--- config.mk ---
export PLATFORM = sky130hd
export DESIGN_NAME = idst_cmd
export DESIGN_NICKNAME = d
export VERILOG_FILES = /design/src/idst_pkg.sv /design/src/idst_cmd.sv
export VERILOG_INCLUDE_DIRS = /design/src
export SDC_FILE = /design/constraint.sdc
export NUM_CORES = 1
export LEC_CHECK = 0
export ABC_AREA = 1
export ABC_CLOCK_PERIOD_IN_PS = 10500
export BUFFER_PORTS_ARGS = -buffer_cell sky130_fd_sc_hd__buf_2
export CORE_MARGIN = 4
export CORE_UTILIZATION = 38
export CTS_CLUSTER_SIZE = 20
export DETAILED_ROUTE_END_ITERATION = 8
export SYNTH_ARGS = -nofsm -noshare
export SYNTH_HDL_FRONTEND = slang
export SYNTH_SLANG_ARGS = --single-unit
--- constraint.sdc ---
create_clock -name ref_clk -period 10.5 [get_ports ref_clk]
set_clock_uncertainty 0.15 [all_clocks]
set_input_delay 2.1 -clock ref_clk [delete_from_list [all_inputs] [get_ports ref_clk]]
set_output_delay 2.1 -clock ref_clk [all_outputs]
set_load 0.005 [all_outputs]
--- src/idst_regs.svh ---
`ifndef IDST_REGS_SVH
`define IDST_REGS_SVH

// command codes and timeout codes
`define IDST_CMD_IDLE      8'hE3
`define IDST_CMD_IDLE_ALT  8'h97
`define IDST_TO_OFF        8'h00
`define IDST_TO_STEP_MAX   8'hF0
`define IDST_TO_HALF_MAX   8'hFB
`define IDST_TO_C21M       8'hFC
`define IDST_TO_C8H        8'hFD
`define IDST_TO_ABORT      8'hFE
`define IDST_TO_C21M15     8'hFF

// interval figures in their own units
`define IDST_STEP_SEC      5
`define IDST_HALF_MIN      30
`define IDST_C252_MIN      21
`define IDST_C253_HOUR     8
`define IDST_C255_MIN      21
`define IDST_C255_SEC      15
`define IDST_SEC_PER_MIN   60
`define IDST_MIN_PER_HOUR  60

// one-second tick at the core clock
`define IDST_TICK_SEC      1
`define IDST_CLK_HZ        200000000

// register offsets
`define IDST_REG_CTRL      8'h00
`define IDST_REG_IRQ_STAT  8'h04
`define IDST_REG_IRQ_MASK  8'h08
`define IDST_REG_STATE     8'h0C
`define IDST_REG_REMAIN    8'h10
`define IDST_REG_SECT_LO   8'h14
`define IDST_REG_SECT_HI   8'h18
`define IDST_REG_PRESUM    8'h1C

// interrupt bit positions
`define IDST_EV_DONE       0
`define IDST_EV_REJECT     1
`define IDST_EV_STANDBY    2

// identify word numbers and fixed contents
`define IDST_ID_FIRST      8'hCF
`define IDST_ID_ALIGN      8'hD1
`define IDST_ID_ROT        8'hD9
`define IDST_ID_TMAJOR     8'hDE
`define IDST_ID_TMINOR     8'hDF
`define IDST_ID_SECT0      8'hE6
`define IDST_ID_SECT3      8'hE9
`define IDST_ID_DLMIN      8'hEA
`define IDST_ID_INTEG      8'hFF
`define IDST_W_ALIGN       16'h4000
`define IDST_W_TMAJOR      16'h107F
`define IDST_W_TMINOR      16'h0021
`define IDST_W_DLMIN       16'h0008
`define IDST_ROT_A         16'h1C20
`define IDST_ROT_B         16'h1644
`define IDST_ROT_C         16'h1734
`define IDST_SIGNATURE     8'hA5

// task-file status and error bits
`define IDST_ERR_ABORT     2
`define IDST_ST_ERR        0
`define IDST_ST_DSC        4
`define IDST_ST_RDY        6

`endif

--- src/idst_pkg.sv ---
package idst_pkg;

    typedef enum logic [1:0] {
        MODE_STANDBY,
        MODE_IDLE
    } idst_mode_t;

    // command as latched from the task file
    typedef struct packed {
        logic [7:0] code;
        logic [7:0] count;
    } idst_tf_t;

    typedef struct packed {
        idst_mode_t  mode;
        logic        timerOn;
        logic [14:0] remain;
        logic [14:0] reload;
        logic [27:0] tickCnt;
        logic        spinUp;
        logic        motorOn;
        logic        errAbort;
        logic        cmdDone;
        logic [2:0]  irqStat;
        logic [2:0]  irqMask;
        logic [1:0]  rateSel;
        logic [31:0] sectLo;
        logic [31:0] sectHi;
        logic [7:0]  preSum;
        logic [31:0] rdData;
        logic [15:0] idData;
        logic        spinMeta;
        logic        spinSync;
    } idst_state_t;

endpackage

--- src/idst_cmd.sv ---
`timescale 1ns/1ps
`include "idst_regs.svh"

// How it works
// - E3h and 97h both mean idle
// - idle now, load countdown, start counting
// - spin up only when spindle stopped
// - idle keeps spindle turning, no delay
// - timeout code zero disables standby timer
// - codes 1-240 x5s, 241-251 x30min
// - 252 21min, 253 8h, 255 21m15s
// - expiry without access forces standby
// - host access reloads full interval
// - word 255: A5 plus negated checksum
// - word 209 reads 4000H
// - word 222 reads 107FH, serial transport
// - word 223 reads 0021H
// - word 217 gives selected rotation rate
// - word 234 reads 0008H, 235 zero
// - words 230-233 hold extended sector count
// - unsupported feature words read zero
module idst_cmd #(
    parameter int TICK_CYCLES = `IDST_TICK_SEC * `IDST_CLK_HZ
) (
    input  wire logic              ref_clk,
    input  wire logic              rstn,
    input  wire logic              cmdValid,
    input  wire idst_pkg::idst_tf_t cmdIn,
    input  wire logic              hostAccess,
    input  wire logic              spindleSpinning,
    input  wire logic [7:0]        regAddr,
    input  wire logic [31:0]       regWdata,
    input  wire logic              regWr,
    input  wire logic              regRd,
    output logic [31:0]            regRdata,
    input  wire logic [7:0]        idAddr,
    input  wire logic              idRd,
    output logic [15:0]            idData,
    output logic [7:0]             tfStatus,
    output logic [7:0]             tfError,
    output logic                   cmdDone,
    output logic                   spinUpStart,
    output logic                   motorOn,
    output logic                   idleMode,
    output logic                   irq
);

    idst_pkg::idst_state_t cur;
    idst_pkg::idst_state_t next_cur;

    logic        isIdleCmd;
    logic        isReject;
    logic        tick;
    logic [14:0] newLoad;
    logic [7:0]  checksum;
    logic [2:0]  events;

    // timeout code to seconds; 254 decodes to zero and its result goes unused
    function automatic logic [14:0] decodeTimeout(input logic [7:0] code);
        int secs;
        secs = 0;
        if (code == `IDST_TO_OFF) begin
            secs = 0;
        end else if (code <= `IDST_TO_STEP_MAX) begin
            secs = int'(code) * `IDST_STEP_SEC;
        end else if (code <= `IDST_TO_HALF_MAX) begin
            secs = (int'(code) - int'(`IDST_TO_STEP_MAX)) *
                   `IDST_HALF_MIN * `IDST_SEC_PER_MIN;
        end else if (code == `IDST_TO_C21M) begin
            secs = `IDST_C252_MIN * `IDST_SEC_PER_MIN;
        end else if (code == `IDST_TO_C8H) begin
            secs = `IDST_C253_HOUR * `IDST_MIN_PER_HOUR *
                   `IDST_SEC_PER_MIN;
        end else if (code == `IDST_TO_C21M15) begin
            secs = `IDST_C255_MIN * `IDST_SEC_PER_MIN +
                   `IDST_C255_SEC;
        end
        return 15'(secs);
    endfunction

    function automatic logic [15:0] rotWord(input logic [1:0] sel);
        logic [15:0] w;
        w = `IDST_ROT_A;
        if (sel == 2'h1) begin
            w = `IDST_ROT_B;
        end else if (sel == 2'h2) begin
            w = `IDST_ROT_C;
        end
        return w;
    endfunction

    // words 230-233, least significant first
    function automatic logic [15:0] sectWord(input logic [1:0] idx,
                                             input logic [63:0] cnt);
        return cnt[16*idx +: 16];
    endfunction

    // byte sum of everything but the checksum byte itself
    always_comb begin
        logic [7:0] sum;
        logic [63:0] sect;
        logic [15:0] rot;
        sect = {cur.sectHi, cur.sectLo};
        rot  = rotWord(cur.rateSel);
        sum  = cur.preSum;
        sum  = sum + 8'(`IDST_W_ALIGN >> 8) + 8'(`IDST_W_ALIGN);
        sum  = sum + rot[15:8] + rot[7:0];
        sum  = sum + 8'(`IDST_W_TMAJOR >> 8) + 8'(`IDST_W_TMAJOR);
        sum  = sum + 8'(`IDST_W_TMINOR >> 8) + 8'(`IDST_W_TMINOR);
        sum  = sum + 8'(`IDST_W_DLMIN >> 8) + 8'(`IDST_W_DLMIN);
        for (int i = 0; i < 8; i++) begin
            sum = sum + sect[8*i +: 8];
        end
        sum = sum + `IDST_SIGNATURE;
        checksum = 8'(-sum);
    end

    // identify words 207-255; all others outside this block read zero
    function automatic logic [15:0] idWord(input logic [7:0] a,
                                           input idst_pkg::idst_state_t s,
                                           input logic [7:0] ck);
        logic [15:0] w;
        w = 16'h0000;
        if (a == `IDST_ID_ALIGN) begin
            w = `IDST_W_ALIGN;
        end else if (a == `IDST_ID_ROT) begin
            w = rotWord(s.rateSel);
        end else if (a == `IDST_ID_TMAJOR) begin
            w = `IDST_W_TMAJOR;
        end else if (a == `IDST_ID_TMINOR) begin
            w = `IDST_W_TMINOR;
        end else if (a >= `IDST_ID_SECT0 && a <= `IDST_ID_SECT3) begin
            w = sectWord(2'(a - `IDST_ID_SECT0),
                         {s.sectHi, s.sectLo});
        end else if (a == `IDST_ID_DLMIN) begin
            w = `IDST_W_DLMIN;
        end else if (a == `IDST_ID_INTEG) begin
            w = {ck, `IDST_SIGNATURE};
        end
        return w;
    endfunction

    // command decode: both codes are the same command
    assign isIdleCmd = cmdValid &&
                       (cmdIn.code == `IDST_CMD_IDLE ||
                        cmdIn.code == `IDST_CMD_IDLE_ALT);
    assign isReject  = isIdleCmd && cmdIn.count == `IDST_TO_ABORT;
    assign newLoad   = decodeTimeout(cmdIn.count);
    assign tick      = cur.tickCnt == 28'(TICK_CYCLES - 1);

    // all state updates
    always_comb begin
        next_cur          = cur;
        events            = 3'h0;
        next_cur.spinUp   = 1'b0;
        next_cur.cmdDone  = 1'b0;
        next_cur.rdData   = 32'h0000_0000;
        next_cur.spinMeta = spindleSpinning;
        next_cur.spinSync = cur.spinMeta;
        // free-running second divider
        next_cur.tickCnt  = tick ? 28'h000_0000 : cur.tickCnt + 28'h000_0001;

        if (isIdleCmd) begin
            next_cur.cmdDone = 1'b1;
            events[`IDST_EV_DONE] = 1'b1;
            if (isReject) begin
                // mode and timer stay as they were
                next_cur.errAbort = 1'b1;
                events[`IDST_EV_REJECT] = 1'b1;
            end else begin
                next_cur.errAbort = 1'b0;
                next_cur.mode     = idst_pkg::MODE_IDLE;
                next_cur.motorOn  = 1'b1;
                next_cur.spinUp   = !cur.spinSync;
                next_cur.timerOn  = cmdIn.count != `IDST_TO_OFF;
                next_cur.reload   = newLoad;
                next_cur.remain   = newLoad;
            end
        end else if (cur.mode == idst_pkg::MODE_IDLE && cur.timerOn) begin
            if (hostAccess) begin
                next_cur.remain = cur.reload;
            end else if (tick) begin
                if (cur.remain <= 15'h0001) begin
                    next_cur.mode    = idst_pkg::MODE_STANDBY;
                    next_cur.motorOn = 1'b0;
                    next_cur.remain  = 15'h0000;
                    events[`IDST_EV_STANDBY] = 1'b1;
                end else begin
                    next_cur.remain = cur.remain - 15'h0001;
                end
            end
        end

        // register writes; a new event beats a same-cycle clear
        if (regWr) begin
            if (regAddr == `IDST_REG_CTRL) begin
                next_cur.rateSel = regWdata[1:0];
            end else if (regAddr == `IDST_REG_IRQ_STAT) begin
                next_cur.irqStat = cur.irqStat & ~regWdata[2:0];
            end else if (regAddr == `IDST_REG_IRQ_MASK) begin
                next_cur.irqMask = regWdata[2:0];
            end else if (regAddr == `IDST_REG_SECT_LO) begin
                next_cur.sectLo = regWdata;
            end else if (regAddr == `IDST_REG_SECT_HI) begin
                next_cur.sectHi = regWdata;
            end else if (regAddr == `IDST_REG_PRESUM) begin
                next_cur.preSum = regWdata[7:0];
            end
        end
        next_cur.irqStat = next_cur.irqStat | events;

        // register reads, unmapped offsets read zero
        if (regRd) begin
            if (regAddr == `IDST_REG_CTRL) begin
                next_cur.rdData = {30'h0, cur.rateSel};
            end else if (regAddr == `IDST_REG_IRQ_STAT) begin
                next_cur.rdData = {29'h0, cur.irqStat};
            end else if (regAddr == `IDST_REG_IRQ_MASK) begin
                next_cur.rdData = {29'h0, cur.irqMask};
            end else if (regAddr == `IDST_REG_STATE) begin
                next_cur.rdData = {28'h0, cur.spinSync, cur.motorOn,
                                   cur.timerOn,
                                   cur.mode == idst_pkg::MODE_IDLE};
            end else if (regAddr == `IDST_REG_REMAIN) begin
                next_cur.rdData = {17'h0, cur.remain};
            end else if (regAddr == `IDST_REG_SECT_LO) begin
                next_cur.rdData = cur.sectLo;
            end else if (regAddr == `IDST_REG_SECT_HI) begin
                next_cur.rdData = cur.sectHi;
            end else if (regAddr == `IDST_REG_PRESUM) begin
                next_cur.rdData = {24'h0, cur.preSum};
            end
        end

        // identify read port, data one cycle later
        if (idRd) begin
            next_cur.idData = idWord(idAddr, cur, checksum);
        end
    end

    // single state register; spindle starts stopped
    always_ff @(posedge ref_clk or negedge rstn) begin
        if (!rstn) begin
            cur <= '{mode: idst_pkg::MODE_STANDBY, default: '0};
        end else begin
            cur <= next_cur;
        end
    end

    assign regRdata    = cur.rdData;
    assign idData      = cur.idData;
    assign cmdDone     = cur.cmdDone;
    assign spinUpStart = cur.spinUp;
    assign motorOn     = cur.motorOn;
    assign idleMode    = cur.mode == idst_pkg::MODE_IDLE;
    assign tfError     = 8'(cur.errAbort) << `IDST_ERR_ABORT;
    assign tfStatus    = (8'h01 << `IDST_ST_RDY) |
                         (8'(cur.spinSync) << `IDST_ST_DSC) |
                         (8'(cur.errAbort) << `IDST_ST_ERR);
    // level interrupt, no need for edge logic downstream
    assign irq         = |(cur.irqStat & cur.irqMask);
endmodule

==> impl_metrics.py <==
metrics = {
    "outcome": {
        "status": "finished, final reports clean",
    },
    "hold_path": {
        "holdCritStartpoint": "cur[1]",
        "whs_path_depth": 0,
        "hold_class": "register to register",
        "hold_end": "cur[0]",
    },
    "floorplanning": {
        "die_h_um": 202.6,
        "pin_count": 141,
        "rows": 71,
        "core_area_um2": 37490,
        "die-area_um2": 41030,
        "die_width_um": 202.6,
        "initial_utilization_pct": 38.37,
    },
    "placement": {
        "place.gp.congestion": 0.9519,
        "place.port_buffers": 127,
        "hpwl_um": 29970,
        "placed_area_um2": 15110,
        "dp_slack_ps": 2256,
    },
    "drt": {
        "ant_nets": 0,
        "avgViaCountPerCell": 4.962,
        "wirelength_um": 38310,
        "drc": 0,
        "drt_iter0_markers": 813,
        "firstDrtPassIters": 6,
        "vias": 11640,
        "wl_per_cell_um": 16.33,
    },
    "clocking": {
        "cts_tree": "built",
        "ctsHtreeMaxLevel": 4,
        "clockBufferDepth": 2,
        "cts_setup_buffers": 0,
        "hold_buffers": 0,
        "cts_root_buf": "clkbuf_16",
        "clock_latency_ps": 450,
        "clk_pin_slew_ps": 80,
        "cts_sinks": 193,
        "numCtsBuffers": 17,
        "cts_resized": 0,
    },
    "grt": {
        "antenna_found_initial": 0,
        "gr-usage-all-layers_pct": 18.73,
        "grtUsageMet2_pct": 32.72,
        "grt_pass1_wl_um": 62030,
        "grt_max_degree": 73,
        "grt_use_met3_pct": 2.444,
        "grtUsageMet1_pct": 24.81,
        "busiest_layer": "met2",
        "grt.overflow.total": 0,
        "grt_pass1_vias": 11680,
    },
    "logic_synthesis": {
        "ys_ff_latch": 193,
        "async_reset_ff_share_pct": 100.0,
        "ys.warnings.count": 0,
        "synth_cells": 1761,
        "synth_seq_area_share_pct": 33.57,
        "avgSynthCellArea_um2": 8.169,
        "netlist_area_um2": 14390,
        "synthDistinctLibCells": 64,
        "synth_ff_type": "dfrtp_1",
        "synth-edff-count": 0,
    },
    "critical_path": {
        "cp.arrival_ps": 7900,
        "critPathLaunchType": "primary input",
        "reg2reg_to": "idData[15]",
        "r2r_setup_slack_ps": 5510,
        "crit_fanout": 9,
        "cp.required_ps": 10670,
        "r2r-start": "cur[62]",
        "ff2ff_path_depth": 23,
        "crit_type": "primary input to register",
        "critPathCaptureType": "register",
    },
    "power_and_ir_drop": {
        "p_per_area_nw_per_um2": 269.6,
        "power_w": 0.004229,
        "p_leak_nw": 7.996,
        "peakVddDrop_v": 0.0005428,
    },
    "timing": {
        "setup_slack_ps": 2764,
        "finalCritPeriodShare_pct": 73.68,
        "rsz0062_at_grt": "false",
        "max_slew_margin_pct": 25.52,
        "setup_viol": 0,
        "finalHoldViolCount": 0,
        "slew_violations": 0,
        "setup_tns_ps": 0,
        "fin_crit_ps": 7736,
        "tightest_slew_ps": 1113,
        "fmax_mhz": 129.3,
    },
    "flow_run": {
        "drv_cap": 0,
    },
    "layout": {
        "nets": 2053,
        "syn2layout_area_growth_pct": 9.072,
        "fill_cells": 3813,
        "diodes": 0,
        "drive_gt1_share_pct": 11.77,
        "fin_area_um2": 15690,
        "final_util_pct": 41.85,
    },
}
power by group:
part / internal (W) / total (W) / switching (W)
combinational: 0.00110 / 0.00272 / 0.00162
sequential: 0.000807 / 0.000865 / 0.0000584
clock: 0.000357 / 0.000649 / 0.000292
per-stage QoR:
stage / instances / hold WS [ps]
global placement: 2315 / 185.4
global route: 2346 / 225.5
finish: 2346 / 212.1
floorplan: 1772 / 181.2
CTS: 2346 / 217.0
detailed placement: 2315 / 201.6
state kept, by name, indices dropped and copies added, names as in the netlist:
| signal | cells |
|---|---|
| motorOn | 1 |
| cur | 141 |
| spinUpStart | 1 |
| cmdDone | 1 |
| idData | 16 |
| regRdata | 32 |
| tfError | 1 |
layer usage:
layer | share of wire [%] | routed length, µm
met4 | 1.7 | 655
met2 | 50 | 19030
met5 | 0 | 0
met3 | 3.9 | 1500
met1 | 45 | 17130
worst max path at each step:
stage             start        to  depth (start not counted)
2_1_floorplan  cmdIn[4]  cur[176]                         27
3_3_place_gp   cmdIn[4]  cur[176]                         28
3_5_place_dp   cmdIn[4]  cur[176]                         28
4_1_cts        cmdIn[4]  cur[176]                         28
5_1_grt        cmdIn[4]  cur[176]                         28
6_report       cmdIn[4]  cur[176]                         28
cell usage after synthesis, drive strengths merged, types with 2 or more instances:
master	count	share of area (%)
a31oi	9	0.39
a21oi	69	2.5
o211ai	5	0.26
nand3b	4	0.21
xor2	31	1.9
nor2	91	2.8
clkinv	4	0.11
xnor2	30	1.8
o22ai	37	1.7
nand4	12	0.57
clkbuf	23	0.61
conb	2	0.052
o2111ai	3	0.18
nor3	32	1.3
ha	81	7.0
nand3	52	2.1
o21a	3	0.16
buf	77	3.8
o31ai	5	0.26
a221oi	17	1.0
nand2	328	8.8
or2	5	0.22
o21bai	7	0.37
o221ai	6	0.37
nor4	8	0.39
dfrtp	193	34
a211oi	10	0.52
a22oi	4	0.21
o21ai	150	5.2
fa	77	11
inv	370	9.7
a21o	5	0.26
nor3b	2	0.26
placed cells by master, fill, tap and decap left out, types with 4 or more instances in the layout:
cell,instances
a211oi_1,10
a21o_1,5
a21oi_1,67
a221oi_1,17
a22oi_1,4
a31oi_1,9
buf_2,126
buf_4,5
clkbuf_16,17
clkinvlp_4,4
conb_1,13
dfrtp_1,193
fa_1,77
ha_1,81
inv_1,362
inv_2,8
nand2_1,319
nand2_2,5
nand2_4,4
nand3_1,46
nand3_2,5
nand3b_1,4
nand4_1,11
nor2_1,79
nor2_2,6
nor2_4,5
nor3_1,27
nor3_2,4
nor4_1,7
o211ai_1,5
o21ai_0,140
o21ai_1,9
o21bai_1,7
o221ai_1,6
o22ai_1,36
o31ai_1,5
xnor2_1,30
xor2_1,31
kinds of logic after synthesis:
kind of cell	after synthesis	synth area share (%)
AND/OR/NAND/NOR	536	16.82
buffers and inverters	474	14.22
AO/OA/AOI/OAI	337	13.86
flip-flops	193	33.57
adder cells (fa/ha/maj)	158	17.76
XOR/XNOR	61	3.714
other	2	0.05221
worst max-delay path, cell delays in order:
cell and delay (ps):
buf_2 220, inv_1 120, ha_1 360, inv_1 150, fa_1 460, fa_1 510
inv_1 40, ha_1 350, nand2_1 80, nand2_1 60, a31o_2 220, xor2_1 350
inv_1 90, ha_1 280, inv_1 50, fa_1 480, fa_1 560, inv_1 50
ha_1 320, inv_1 70, nor4_1 360, nand2_1 90, o311ai_0 100, a31oi_1 100
nand3_1 110, nand3_1 80, nand2_1 80, o21ai_0 80
layout make-up:
class / count / area (µm²) / area share, %
clock buffer: 19 / 442.9 / 2.823
clock inverter: 12 / 135.1 / 0.8612
inverter: 374 / 1405 / 8.955
multi-input combinational: 1105 / 7556 / 48.16
sequential: 193 / 4830 / 30.78
tap: 511 / 639.4 / 4.075
timing repair buffer: 132 / 681.9 / 4.346
No activity file was read; power rests on OpenSTA's default activity.
